$ cat src/rtl/pbg_pkg.sv
package pbg_pkg;

   // ***********************************************************
   // Register map, one byte per address
   // ***********************************************************
   localparam logic [2:0] PBG_ADDR_PINS    = 3'h0;
   localparam logic [2:0] PBG_ADDR_DIR     = 3'h1;
   localparam logic [2:0] PBG_ADDR_LATCH   = 3'h2;
   localparam logic [2:0] PBG_ADDR_PULLUP  = 3'h3;
   localparam logic [2:0] PBG_ADDR_CHG_EN  = 3'h4;
   localparam logic [2:0] PBG_ADDR_CTRL    = 3'h5;
   localparam logic [2:0] PBG_ADDR_ANALOG  = 3'h6;

   // ***********************************************************
   // Field positions of the control register
   // ***********************************************************
   localparam int PBG_CTRL_PU_DIS_BIT = 7;
   localparam int PBG_CTRL_IRQ_EN_BIT = 4;
   localparam int PBG_CTRL_FLAG_BIT   = 0;

   // ***********************************************************
   // Widths and values after reset
   // ***********************************************************
   localparam int          PBG_PORT_W      = 8;
   localparam int          PBG_CHG_W       = 4;
   localparam int          PBG_CHG_LSB     = 4;
   localparam int          PBG_ANA_W       = 5;
   localparam logic [7:0]  PBG_DIR_RST     = 8'hFF;
   localparam logic [7:0]  PBG_LATCH_RST   = 8'h00;
   localparam logic [7:0]  PBG_PULLUP_RST  = 8'hFF;
   localparam logic [3:0]  PBG_CHG_EN_RST  = 4'h0;
   localparam logic        PBG_PU_DIS_RST  = 1'b1;
   localparam logic [4:0]  PBG_ANA_ALL     = 5'h1F;
   localparam logic [4:0]  PBG_ANA_NONE    = 5'h00;
   localparam logic [7:0]  PBG_RDATA_IDLE  = 8'h00;

endpackage : pbg_pkg

$ cat src/rtl/pbg_port.sv
// Design decisions made here: the strobed register port and the register offsets.
`timescale 1ns/1ps

module pbg_port
   import pbg_pkg::*;
(
   input  wire logic       CLOCK_IN,
   input  wire logic       RESETN_IN,
   input  wire logic       WARM_RESET_IN,
   input  wire logic       ANALOG_DEFAULT_SELECT_IN,
   input  wire logic [2:0] ADDR_IN,
   input  wire logic [7:0] WDATA_IN,
   input  wire logic       WR_IN,
   input  wire logic       RD_IN,
   input  wire logic       MOVE_ACCESS_IN,
   output logic      [7:0] RDATA_OUT,
   input  wire logic [7:0] PIN_IN,
   output logic      [7:0] PIN_OUT,
   output logic      [7:0] PIN_OE_OUT,
   output logic      [7:0] PULLUP_OUT,
   output logic            CHANGE_IRQ_OUT,
   output logic            WAKE_OUT
);

   // ***********************************************************
   // Registers
   // ***********************************************************
   logic [7:0]  dir_r;
   logic [7:0]  latch_r;
   logic [7:0]  pu_en_r;
   logic [3:0]  chg_en_r;
   logic        pu_dis_r;
   logic        irq_en_r;
   logic        flag_r;
   logic        flag_nxt;
   logic [4:0]  analog_r;
   logic        strap_done_r;
   logic [7:0]  rdata_r;

   // ***********************************************************
   // Pin input synchroniser
   // ***********************************************************
   logic [7:0]  pin_sync;

   pbg_sync #(
      .W (PBG_PORT_W)
   ) u_pin_sync (
      .clk_in   (CLOCK_IN),
      .rst_n_in (RESETN_IN),
      .d_in     (PIN_IN),
      .q_out    (pin_sync)
   );

   // ***********************************************************
   // Address decode
   // ***********************************************************
   wire sel_pins   = (ADDR_IN == PBG_ADDR_PINS);
   wire sel_dir    = (ADDR_IN == PBG_ADDR_DIR);
   wire sel_latch  = (ADDR_IN == PBG_ADDR_LATCH);
   wire sel_pullup = (ADDR_IN == PBG_ADDR_PULLUP);
   wire sel_chg    = (ADDR_IN == PBG_ADDR_CHG_EN);
   wire sel_ctrl   = (ADDR_IN == PBG_ADDR_CTRL);
   wire sel_analog = (ADDR_IN == PBG_ADDR_ANALOG);

   wire wr_pins    = WR_IN & sel_pins;
   wire wr_dir     = WR_IN & sel_dir;
   wire wr_latch   = WR_IN & sel_latch;
   wire wr_pullup  = WR_IN & sel_pullup;
   wire wr_chg     = WR_IN & sel_chg;
   wire wr_ctrl    = WR_IN & sel_ctrl;
   wire wr_analog  = WR_IN & sel_analog;

   // ***********************************************************
   // Pin drivers and pull-ups
   // ***********************************************************
   assign PIN_OE_OUT = ~dir_r;
   assign PIN_OUT    = latch_r;

   // Pull-up only on inputs, only when enabled and not globally off
   assign PULLUP_OUT = pu_en_r & dir_r
                     & {PBG_PORT_W{~pu_dis_r}};

   // Analog pins have their digital buffer off and read zero
   wire [7:0] pin_digital = pin_sync & ~{3'h0, analog_r};

   // ***********************************************************
   // Change detection on the upper four pins
   // ***********************************************************
   // Snapshot refreshed by any pins access outside a move
   wire refresh = (WR_IN | RD_IN) & sel_pins
                & ~MOVE_ACCESS_IN;

   wire [3:0] chg_active = chg_en_r
                         & dir_r[7:4];
   wire [3:0] mismatch;

   genvar gi;
   generate
      for (gi = 0; gi < PBG_CHG_W; gi++) begin : g_chg
         pbg_change_det u_det (
            .clk_in       (CLOCK_IN),
            .por_n_in     (RESETN_IN),
            .pin_in       (pin_digital[PBG_CHG_LSB + gi]),
            .active_in    (chg_active[gi]),
            .refresh_in   (refresh),
            .mismatch_out (mismatch[gi])
         );
      end
   endgenerate

   // A change landing in the reading cycle is absorbed by the
   // snapshot and may never raise the flag
   wire chg_event = |mismatch;

   // Set wins over a software clear in the same cycle
   assign flag_nxt = chg_event
                   | (wr_ctrl ? WDATA_IN[PBG_CTRL_FLAG_BIT]
                              : flag_r);

   // Combinational from flops so it needs no running clock edge
   assign CHANGE_IRQ_OUT = flag_r & irq_en_r;
   assign WAKE_OUT       = CHANGE_IRQ_OUT;

   // ***********************************************************
   // Register writes
   // ***********************************************************
   // Warm resets restore configuration except the analog selection, and leave the snapshot
   always_ff @(posedge CLOCK_IN or negedge RESETN_IN) begin
      if (!RESETN_IN) begin
         dir_r    <= PBG_DIR_RST;
         latch_r  <= PBG_LATCH_RST;
         pu_en_r  <= PBG_PULLUP_RST;
         pu_dis_r <= PBG_PU_DIS_RST;
         chg_en_r <= PBG_CHG_EN_RST;
         irq_en_r <= 1'b0;
         flag_r   <= 1'b0;
      end else if (WARM_RESET_IN) begin
         dir_r    <= PBG_DIR_RST;
         latch_r  <= PBG_LATCH_RST;
         pu_en_r  <= PBG_PULLUP_RST;
         pu_dis_r <= PBG_PU_DIS_RST;
         chg_en_r <= PBG_CHG_EN_RST;
         irq_en_r <= 1'b0;
         flag_r   <= chg_event;
      end else begin
         if (wr_dir) begin
            dir_r <= WDATA_IN;
         end
         if (wr_latch || wr_pins) begin
            latch_r <= WDATA_IN;
         end
         if (wr_pullup) begin
            pu_en_r <= WDATA_IN;
         end
         if (wr_chg) begin
            chg_en_r <= WDATA_IN[7:4];
         end
         if (wr_ctrl) begin
            pu_dis_r <= WDATA_IN[PBG_CTRL_PU_DIS_BIT];
            irq_en_r <= WDATA_IN[PBG_CTRL_IRQ_EN_BIT];
         end
         flag_r <= flag_nxt;
      end
   end

   // ***********************************************************
   // Analog selection, strap caught after power-on release
   // ***********************************************************
   always_ff @(posedge CLOCK_IN or negedge RESETN_IN) begin
      if (!RESETN_IN) begin
         analog_r     <= PBG_ANA_ALL;
         strap_done_r <= 1'b0;
      end else if (!strap_done_r) begin
         analog_r     <= ANALOG_DEFAULT_SELECT_IN
                         ? PBG_ANA_NONE : PBG_ANA_ALL;
         strap_done_r <= 1'b1;
      end else if (wr_analog) begin
         analog_r     <= WDATA_IN[4:0];
      end
   end

   // ***********************************************************
   // Read data, valid only in the cycle after the strobe
   // ***********************************************************
   wire [7:0] ctrl_word = {pu_dis_r, 2'h0, irq_en_r, 3'h0, flag_r};

   // Unmapped addresses read as zero
   wire [7:0] rd_mux =
        sel_pins   ? pin_digital :
        sel_dir    ? dir_r :
        sel_latch  ? latch_r :
        sel_pullup ? pu_en_r :
        sel_chg    ? {chg_en_r, 4'h0} :
        sel_ctrl   ? ctrl_word :
        sel_analog ? {3'h0, analog_r} :
                     PBG_RDATA_IDLE;

   always_ff @(posedge CLOCK_IN or negedge RESETN_IN) begin
      if (!RESETN_IN) begin
         rdata_r <= PBG_RDATA_IDLE;
      end else begin
         rdata_r <= RD_IN ? rd_mux : PBG_RDATA_IDLE;
      end
   end

   assign RDATA_OUT = rdata_r;
endmodule : pbg_port

$ cat src/rtl/pbg_sync.sv
`timescale 1ns/1ps

module pbg_sync #(
   parameter int W = 8
) (
   input  wire logic         clk_in,
   input  wire logic         rst_n_in,
   input  wire logic [W-1:0] d_in,
   output logic      [W-1:0] q_out
);

   logic [W-1:0] meta_r;

   // First stage feeds only the second
   always_ff @(posedge clk_in or negedge rst_n_in) begin
      if (!rst_n_in) begin
         meta_r <= '0;
         q_out  <= '0;
      end else begin
         meta_r <= d_in;
         q_out  <= meta_r;
      end
   end

endmodule : pbg_sync

$ cat src/rtl/pbg_change_det.sv
`timescale 1ns/1ps

module pbg_change_det (
   input  wire logic clk_in,
   input  wire logic por_n_in,
   input  wire logic pin_in,
   input  wire logic active_in,
   input  wire logic refresh_in,
   output logic      mismatch_out
);

   logic snap_r;

   // Only power-on clears the snapshot; warm resets never touch it
   always_ff @(posedge clk_in or negedge por_n_in) begin
      if (!por_n_in) begin
         snap_r <= 1'b0;
      end else if (refresh_in) begin
         snap_r <= pin_in;
      end
   end

   assign mismatch_out = active_in & ~refresh_in & (pin_in != snap_r);

endmodule : pbg_change_det

$ cat config.mk
export PLATFORM = sky130hd
export DESIGN_NAME = pbg_port
export DESIGN_NICKNAME = d
export VERILOG_FILES = /design/src/rtl/pbg_pkg.sv /design/src/rtl/pbg_port.sv /design/src/rtl/pbg_sync.sv /design/src/rtl/pbg_change_det.sv
export SDC_FILE = /design/constraint.sdc
export NUM_CORES = 1
export LEC_CHECK = 0
export BUFFER_PORTS_ARGS = -buffer_cell sky130_fd_sc_hd__buf_2
export CAP_MARGIN = 15
export CORE_MARGIN = 2
export CORE_UTILIZATION = 55
export DETAILED_ROUTE_END_ITERATION = 10
export GPL_ROUTABILITY_DRIVEN = 0
export PLACE_DENSITY = 0.86
export SKIP_CTS_REPAIR_TIMING = 1
export SYNTH_ARGS = -nofsm -noshare
export SYNTH_HDL_FRONTEND = slang
export SYNTH_SLANG_ARGS = --single-unit
$ cat constraint.sdc
create_clock -name CLOCK_IN -period 2.2 [get_ports CLOCK_IN]
set_input_delay 0.11 -clock CLOCK_IN [delete_from_list [all_inputs] [get_ports CLOCK_IN]]
set_output_delay 0.11 -clock CLOCK_IN [all_outputs]
set_load 0.02 [all_outputs]
After elaboration in Yosys (flattened, before gate mapping)

Cells that the tools add are included.

Equal/unequal tests: 11
Mux-type cells: 25
Bitwise gates (word level): 29
Reductions and logical operators: 8

Operators with widths:

| operator                                             | number |
|---|---|
| 2-to-1 mux 8 bit                                     | 13 |
| bitwise AND 8 bit                                    | 3 |
| 2-to-1 mux 5 bit                                     | 4 |
| bitwise AND 1 bit                                    | 18 |
| nonzero test 2 bit                                   | 5 |
| equality test 3 bit (second input constant)          | 3 |
| 2-to-1 mux 4 bit                                     | 2 |
| NOT 5 -> 8 bit                                       | 1 |
| NOT 8 bit                                            | 1 |
| equality test 3 x 2 -> 1 bit (second input constant) | 2 |
| 2-to-1 mux 1 bit                                     | 6 |
| bitwise AND 4 bit                                    | 1 |
| != test 1 bit                                        | 4 |
| OR reduction 4 bit                                   | 1 |
| equality test 3 x 1 -> 1 bit (second input constant) | 1 |
| zero test 3 bit                                      | 1 |
| NOT 1 bit                                            | 3 |
| != test 2 x 1 -> 1 bit (second input constant)       | 1 |
| OR 1 bit                                             | 2 |
| logical OR 1 bit                                     | 1 |

Bits in registers: 65
Bits of input ports: 26
Output and inout port bits: 34
Word-level logic and storage cells: 89

Longest topological paths before layout

Gate-level depths: netlist of run 1.

Depth in word-level cells: 9
Depth in mapped cells: 7
Gate-level depth less buffers: 4

Cells and area by module

A second synthesis of run 1 with hierarchy kept.

Cells, all modules: 279
Area, all modules: 2940.3 um^2

By module, submodules not included:

| module         | times used | cells an instance | area an instance (um^2) | seq. area each (um^2) |
|---|---|---|---|---|
| pbg_port       | 1          | 247               | 2309.7                  | 1153.6 |
| pbg_sync       | 1          | 16                | 400.4                   | 400.4 |
| pbg_change_det | 4          | 4                 | 57.6                    | 25.0 |

Least setup slack after synthesis of run 1

Ideal clock, no wire load.

Path kind: input to register
From: in ADDR_IN[2]
To: reg g_chg[0].u_det.snap_r
Setup time: 0.125 ns
Arrival time: 1.199 ns
Required time: 2.075 ns
Path slack: 0.876 ns
Stages: 4
Path buffers: 1
Cells stage by stage: buf_6 or3_4 nor3_4 mux2_4

Longest elaborated chain between the ends: 3

Ends and longest elaborated chain:

| element              | line                 | text |
|---|---|---|
| from (decl)          | pbg_port.sv:11       | `input wire logic [2:0] ADDR_IN,` |
| zero test 3 bit      | pbg_port.sv:57       | `wire sel_pins = (ADDR_IN == PBG_ADDR_PINS);` |
| bitwise AND 1 bit    | pbg_port.sv:90       | `wire refresh = (WR_IN \| RD_IN) & sel_pins` |
| bitwise AND 1 bit    | pbg_port.sv:91       | `& ~MOVE_ACCESS_IN;` |
| to (signal assigned) | pbg_change_det.sv:19 | `snap_r <= pin_in;` |
| to (decl)            | pbg_change_det.sv:12 | `logic snap_r;` |

No other way between the ends.
A chain may end at the register's enable or synchronous reset.

Worst setup path after layout of run 1

From: reg dir_r[5]
To: out PULLUP_OUT[5]

Longest elaborated chain between the ends: 2

Ends and longest elaborated chain:

| element                | line            | text |
|---|---|---|
| from (decl)            | pbg_port.sv:28  | `logic [7:0] dir_r;` |
| from (signal assigned) | pbg_port.sv:130 | `dir_r <= PBG_DIR_RST;` |
| from (signal assigned) | pbg_port.sv:138 | `dir_r <= PBG_DIR_RST;` |
| from (signal assigned) | pbg_port.sv:147 | `dir_r <= WDATA_IN;` |
| bitwise AND 8 bit      | pbg_port.sv:80  | `assign PULLUP_OUT = pu_en_r & dir_r` |
| bitwise AND 8 bit      | pbg_port.sv:81  | `& {PBG_PORT_W{~pu_dis_r}};` |
| to (decl)              | pbg_port.sv:20  | `output logic [7:0] PULLUP_OUT,` |

No other way between the ends.

==> flow_summary.json, run 1 <==
{
  "cts_tree": "built",
  "crit_buf_inv": 2,
  "syn-num-nets": 310,
  "hold_ws_ps": 46.28,
  "io_pins": 60,
  "crit_path_start_kind": "flop",
  "combPwrFrac_pct": 13.8,
  "overflow": 0,
  "coreArea_sq_um": 5172,
  "hold_viol": 0,
  "synth_area_sq_um": 2968,
  "pwr_density_cell_nw_per_um2": 722.9,
  "grt_max_degree": 36,
  "wl_per_cell_microns": 16.49,
  "antenna_found_initial": 0,
  "p_switching_mw": 0.6820,
  "synth_edf_count": 0,
  "path_clk_slew_ps": 70,
  "async_reset_ff_share_pct": 100.0,
  "clock.fmax_ghz": 0.6901,
  "clock_latency_ps": 340,
  "drive_above_1_share_pct": 32.96,
  "crit_family": "flip-flops",
  "p_seq_share_pct": 51.5,
  "nets": 376,
  "fp.dieH_microns": 77.46,
  "yosysMostFrequentCell": "dfrtp_1",
  "num_antenna_cells": 0,
  "slew_headroom_pct": 40.32,
  "finalCritPeriodShare_pct": 65.86,
  "dieArea_sq_um": 6000,
  "post-dp-hpwl_microns": 4818,
  "fin_tns_setup_ps": 0,
  "die_w_microns": 77.46,
  "required_ps": 2090,
  "endpoint_kind": "primary output",
  "areaGrowthSynthToFinish_pct": 20.32,
  "cts.sink_count": 65,
  "clock-root-buffer": "clkbuf_8",
  "tightest_slew_ps": 891.3,
  "fin_total_pwr_mw": 2.581,
  "synth.area.top_cells": "dfrtp_1 (36%), dfstp_2 (19%), a21oi_1 (4.0%)",
  "critPathMaxStageDelay_ps": 560,
  "initial_core_util_pct": 57.38,
  "min_period_ps": 1449,
  "critPathKind": "reg -> out",
  "rsz0062_at_grt": "no",
  "peakVddDrop_uv": 336.5,
  "io_buffer_count": 59,
  "register_area_sq_um": 1654,
  "crit_path_cell_trace": "inv_1 > nor3_1 > buf_2",
  "sw_frac_of_total_pct": 26.42,
  "clk_path_buf_depth": 2,
  "cp_max_fo": 3,
  "multi_input_area_sq_um": 1137,
  "finalWirelength_microns": 7010,
  "grt_pass1_wl_microns": 11270,
  "synthCells": 284,
  "first_iter_violations": 314,
  "grtUsageTotal_pct": 24.63,
  "synth_top_area_share_pct": 36.26,
  "clockPowerShare_pct": 34.7,
  "synth_cell_type_count": 45,
  "status": "complete, no violations",
  "maxCapViolCount": 0,
  "finClkSkew_ps": 6.900,
  "pre_cts_slack_ps": 525.6,
  "via_per_inst": 5.574,
  "grt_pass1_vias": 2265,
  "finalMaxSlewViolations": 0,
  "cts_buffers": 9,
  "final.setup.worst_slack_ps": 751.0,
  "drt-pass1-iter-count": 5,
  "ant_nets": 0,
  "synth-seq-cells": 65,
  "hold_path_class": "in -> reg",
  "synth_common_cells": "dfrtp_1 (43), nand2_1 (30), a21oi_1 (24)",
  "critPathSlowestCell": "dfstp_2",
  "yosysTopAreaCell": "dfrtp_1",
  "drcViolationCount": 0,
  "ys_seq_area_share_pct": 55.73,
  "p_int_mw": 1.899,
  "ys.flop_type": "dfrtp_1",
  "h-tree-depth": 3,
  "critPathArrivalTime_ps": 1340,
  "p_leak_nw": 1.751,
  "row_count": 26,
  "yosysWarnings": 0,
  "setup_violations": 0,
  "avgSynthCellArea_sq_um": 10.45,
  "fillCellCount": 391,
  "vias": 2369
}
==> power groups by stage <==
stage / Sequential (mW) / Combinational [mW] / Clock (mW)
3_5_place_dp: 1.35 / 0.340 / 0
4_1_cts: 1.33 / 0.343 / 0.907
5_1_grt: 1.33 / 0.390 / 0.967
6_report: 1.33 / 0.356 / 0.897
2_1_floorplan: 1.35 / 0.200 / 0
3_3_place_gp: 1.34 / 0.331 / 0
==> registers in the layout (all words and copies together) (netlist names) <==
signal	cells
PIN_OUT	8
RDATA_OUT	8
analog_r	5
chg_en_r	4
dir_r	8
flag_r	1
g_chg.u_det.snap_r	4
irq_en_r	1
pu_dis_r	1
pu_en_r	8
strap_done_r	1
u_pin_sync.meta_r	8
u_pin_sync.q_out	8
==> cells by family (layout without fill, tap and decap cells) <==
family | Yosys count | in the layout | synth area share [%]
AO/OA/AOI/OAI | 77 | 77 | 16.44
multiplexers | 19 | 19 | 7.673
AND/OR/NAND/NOR | 77 | 77 | 12.90
buffers and inverters | 41 | 112 | 5.944
flip-flops | 65 | 65 | 55.73
other | 1 | 1 | 0.1264
XOR/XNOR | 4 | 4 | 1.181
==> worst reg2reg max path: stages (launching register included) <==
cell and delay, ps:
dfstp_2 540, nor2_1 40, a221oi_1 270, a21oi_1 80, o221a_2 270
==> worst paths after layout <==
kind	start	to	slack [ps]	depth (start not counted)
worst max-delay path	dir_r[5]	PULLUP_OUT[5]	750	3
worst min-delay path	WDATA_IN[1]	dir_r[1]	50	3
worst max register to register	analog_r[0]	RDATA_OUT[0]	880	4
worst min register to register	u_pin_sync.meta_r[0]	u_pin_sync.q_out[0]	350	0
max in group asynchronous	RESETN_IN	analog_r[1]	1140	3
min in group asynchronous	RESETN_IN	u_pin_sync.meta_r[7]	360	2
==> stage by stage <==
stage,util [%],instance area (sq um),instances
floorplan,-,2968,284
global placement,63.93,3307,400
detailed placement,63.93,3307,400
CTS,67.30,3481,416
global route,69.04,3571,425
finish,69.04,3571,425
==> layout by cell type (no fill, tap or decap), drive strengths merged, types with 4 or more instances in the layout <==
cell type and n:
clkinv 4, o211ai 16, inv 23, dfstp 22, nand2b 6, o22ai 5
o21ai 17, nor2 18, buf 63, nor3 11, clkbuf 13, nand2 30
mux2i 10, a21oi 24, dfrtp 43, dlygate4sd3 9, mux2 8
==> metal layers <==
layer	wire [microns]	GRT usage, %
met1	2983	35.85
met2	3292	36.17
met3	605	3.721
met4	129	12.14
met5	0	0
==> layout make-up <==
class | instances | area share, %
clock inverter | 3 | 0.4205
clock buffer | 13 | 4.450
inverter | 24 | 2.523
multi-input combinational | 178 | 31.85
tap | 70 | 2.453
sequential | 65 | 46.32
timing repair buffer | 72 | 11.98
Power figures use the tool's default switching activity.
==> inputs of run 2 (changes only) <==
--- a/config.mk
+++ b/config.mk
@@ -5,13 +5,14 @@
 export SDC_FILE = /design/constraint.sdc
 export NUM_CORES = 1
 export LEC_CHECK = 0
+export ABC_AREA = 1
 export BUFFER_PORTS_ARGS = -buffer_cell sky130_fd_sc_hd__buf_2
 export CAP_MARGIN = 15
 export CORE_MARGIN = 2
-export CORE_UTILIZATION = 55
+export CORE_UTILIZATION = 49
 export DETAILED_ROUTE_END_ITERATION = 10
 export GPL_ROUTABILITY_DRIVEN = 0
-export PLACE_DENSITY = 0.86
+export PLACE_DENSITY = 0.81
 export SKIP_CTS_REPAIR_TIMING = 1
 export SYNTH_ARGS = -nofsm -noshare
 export SYNTH_HDL_FRONTEND = slang
==> constraint.sdc (replaced) <==
create_clock -name CLOCK_IN -period 1.3 [get_ports CLOCK_IN]
set_input_delay 0.065 -clock CLOCK_IN [delete_from_list [all_inputs] [get_ports CLOCK_IN]]
set_output_delay 0.065 -clock CLOCK_IN [all_outputs]
set_load 0.02 [all_outputs]
==> flow_summary.json, run 2 <==
{
  "die_w_microns": 81.20,
  "post-dp-hpwl_microns": 5008,
  "finClkSkew_ps": 10.58,
  "grt_max_degree": 66,
  "placed_area_sq_um": 3327,
  "status": "finished, violations left",
  "drcViolationCount": 0,
  "io_buffer_count": 59,
  "synth_area_sq_um": 2920,
  "required_ps": 1240,
  "finalCritPeriodShare_pct": 101.2,
  "initial_core_util_pct": 49.91,
  "min_period_ps": 1315,
  "cp_max_fo": 8,
  "slew_headroom_pct": 64.29,
  "areaGrowthSynthToFinish_pct": 27.55,
  "rsz0062_at_grt": "yes",
  "synth.area.top_cells": "dfrtp_1 (37%), dfstp_2 (20%), nand2_1 (12%)",
  "clock.fmax_ghz": 0.7605,
  "finalWirelength_microns": 7169,
  "synth_top_area_share_pct": 36.85,
  "num_antenna_cells": 0,
  "fp.dieH_microns": 81.20,
  "synth_edf_count": 0,
  "p_leak_nw": 1.928,
  "critPathArrivalTime_ps": 1250,
  "hold_path_class": "in -> reg",
  "maxCapViolCount": 0,
  "cts.sink_count": 65,
  "dieArea_sq_um": 6593,
  "drive_above_1_share_pct": 32.41,
  "grtUsageTotal_pct": 23.07,
  "clk_path_buf_depth": 2,
  "critPathKind": "reg -> out",
  "yosysTopAreaCell": "dfrtp_1",
  "path_clk_slew_ps": 70,
  "cts_buffers": 9,
  "grt_pass1_vias": 2432,
  "nets": 456,
  "peakVddDrop_uv": 788.6,
  "endpoint_kind": "primary output",
  "io_pins": 60,
  "synth-seq-cells": 65,
  "wl_per_cell_microns": 14.06,
  "tightest_slew_ps": 535.6,
  "overflow": 0,
  "multi_input_area_sq_um": 1066,
  "vias": 2554,
  "yosysMostFrequentCell": "nand2_1",
  "grt_pass1_wl_microns": 11360,
  "antenna_found_initial": 0,
  "setup_violations": 8,
  "via_per_inst": 5.008,
  "clock_latency_ps": 330,
  "final.setup.worst_slack_ps": -14.97,
  "pwr_density_cell_nw_per_um2": 1306,
  "avgSynthCellArea_sq_um": 8.489,
  "dp_cells": 477,
  "syn-num-nets": 370,
  "fillCellCount": 507,
  "drt-pass1-iter-count": 5,
  "clock-root-buffer": "clkbuf_8",
  "ys_seq_area_share_pct": 56.64,
  "ant_nets": 0,
  "yosysWarnings": 0,
  "layout_commonest_cell": "nand2_1",
  "row_count": 28,
  "fin_tns_setup_ps": -52.60,
  "coreArea_sq_um": 5851,
  "h-tree-depth": 3,
  "synth_common_cells": "nand2_1 (95), inv_1 (48), dfrtp_1 (43)",
  "cts_tree": "built",
  "synthCells": 344,
  "hold_viol": 0,
  "crit_path_start_kind": "flop",
  "final_area_sq_um": 3725,
  "failed_checks": "negative setup slack",
  "register_area_sq_um": 1654,
  "finalMaxSlewViolations": 0,
  "async_reset_ff_share_pct": 100.0,
  "synth_cell_type_count": 25,
  "ys.flop_type": "dfrtp_1",
  "mostFrequentLayoutCells": "nand2_1 (95), buf_2 (52), dfrtp_1 (43), o21ai_0 (41), inv_1 (39)",
  "final_cells": 510,
  "first_iter_violations": 234
}
-- run 2: cell count changes in the layout (fill, tap and decap cells not counted), moves of 4 or more --
cell      before  now
o21ai_0       16   41
inv_1         23   39
mux2i_1       10    0
nor3_2         1    7
o211ai_1      16    2
mux2_4         4    0
nor3_1         9    1
nand2b_1       6    0
nand2_1       30   95
buf_4          3   19
inv_2          0   11
nand3_1        2   14
buf_2         59   52
-- run 2: path summary, 6_finish.rpt --
kind / start / to / slack, ps / cells past startpoint
min: WDATA_IN[0] / PIN_OUT[0] / 10 / 3
min reg2reg: u_pin_sync.meta_r[2] / u_pin_sync.q_out[2] / 350 / 0
max in group asynchronous: RESETN_IN / pu_en_r[0] / 710 / 3
max: pu_dis_r / PULLUP_OUT[2] / -10 / 3
min in group asynchronous: RESETN_IN / u_pin_sync.meta_r[3] / 280 / 3
max reg2reg: dir_r[7] / flag_r / 120 / 7
-- run 2: per-stage QoR --
stage	util [%]	hold WS (ps)	worst slack [ps]	total power [mW]
floorplan	-	-230.6	89.56	2.824
global placement	56.86	100.9	46.08	3.103
detailed placement	56.86	110.3	-22.29	3.126
CTS	60.09	-246.0	-72.83	4.771
global route	63.67	18.05	-67.81	5.110
finish	63.67	11.47	-14.97	4.864
-- run 2: critical path: stages (launching register included) --
cell     delay (ps)
dfstp_2         540
buf_6           160
nor3_1           60
buf_2           150
-- run 2: report_power, final --
group	total [mW]	switching, mW	internal (mW)
Clock	1.66	0.722	0.935
Combinational	0.837	0.521	0.315
Sequential	2.37	0.112	2.26
Total	4.86	1.36	3.51
-- run 2: cells by family after synthesis --
family,Yosys count,synth area share (%)
muxes,6,2.313
AOI/OAI and AO/OA,68,12.08
and+or+nand+nor,145,20.78
DFF,65,56.64
other,1,0.1284
buffers and inverters,59,8.055
-- run 2: layout make-up --
type | instances | share of cell area (%)
inverters | 52 | 5.307
flip-flops and latches | 65 | 44.41
multi-input cells | 220 | 28.62
clock buffers | 13 | 3.997
well taps | 75 | 2.519
clock inverters | 3 | 1.075
repair buffers | 82 | 14.07
-- run 2: per-layer routing --
layer	up-vias	track usage, %	wire length (microns)
li1	1268	-	-
met1	1168	31.38	3123
met2	105	34.88	3398
met3	13	4.889	501
met4	0	11.86	145
met5	-	0	0
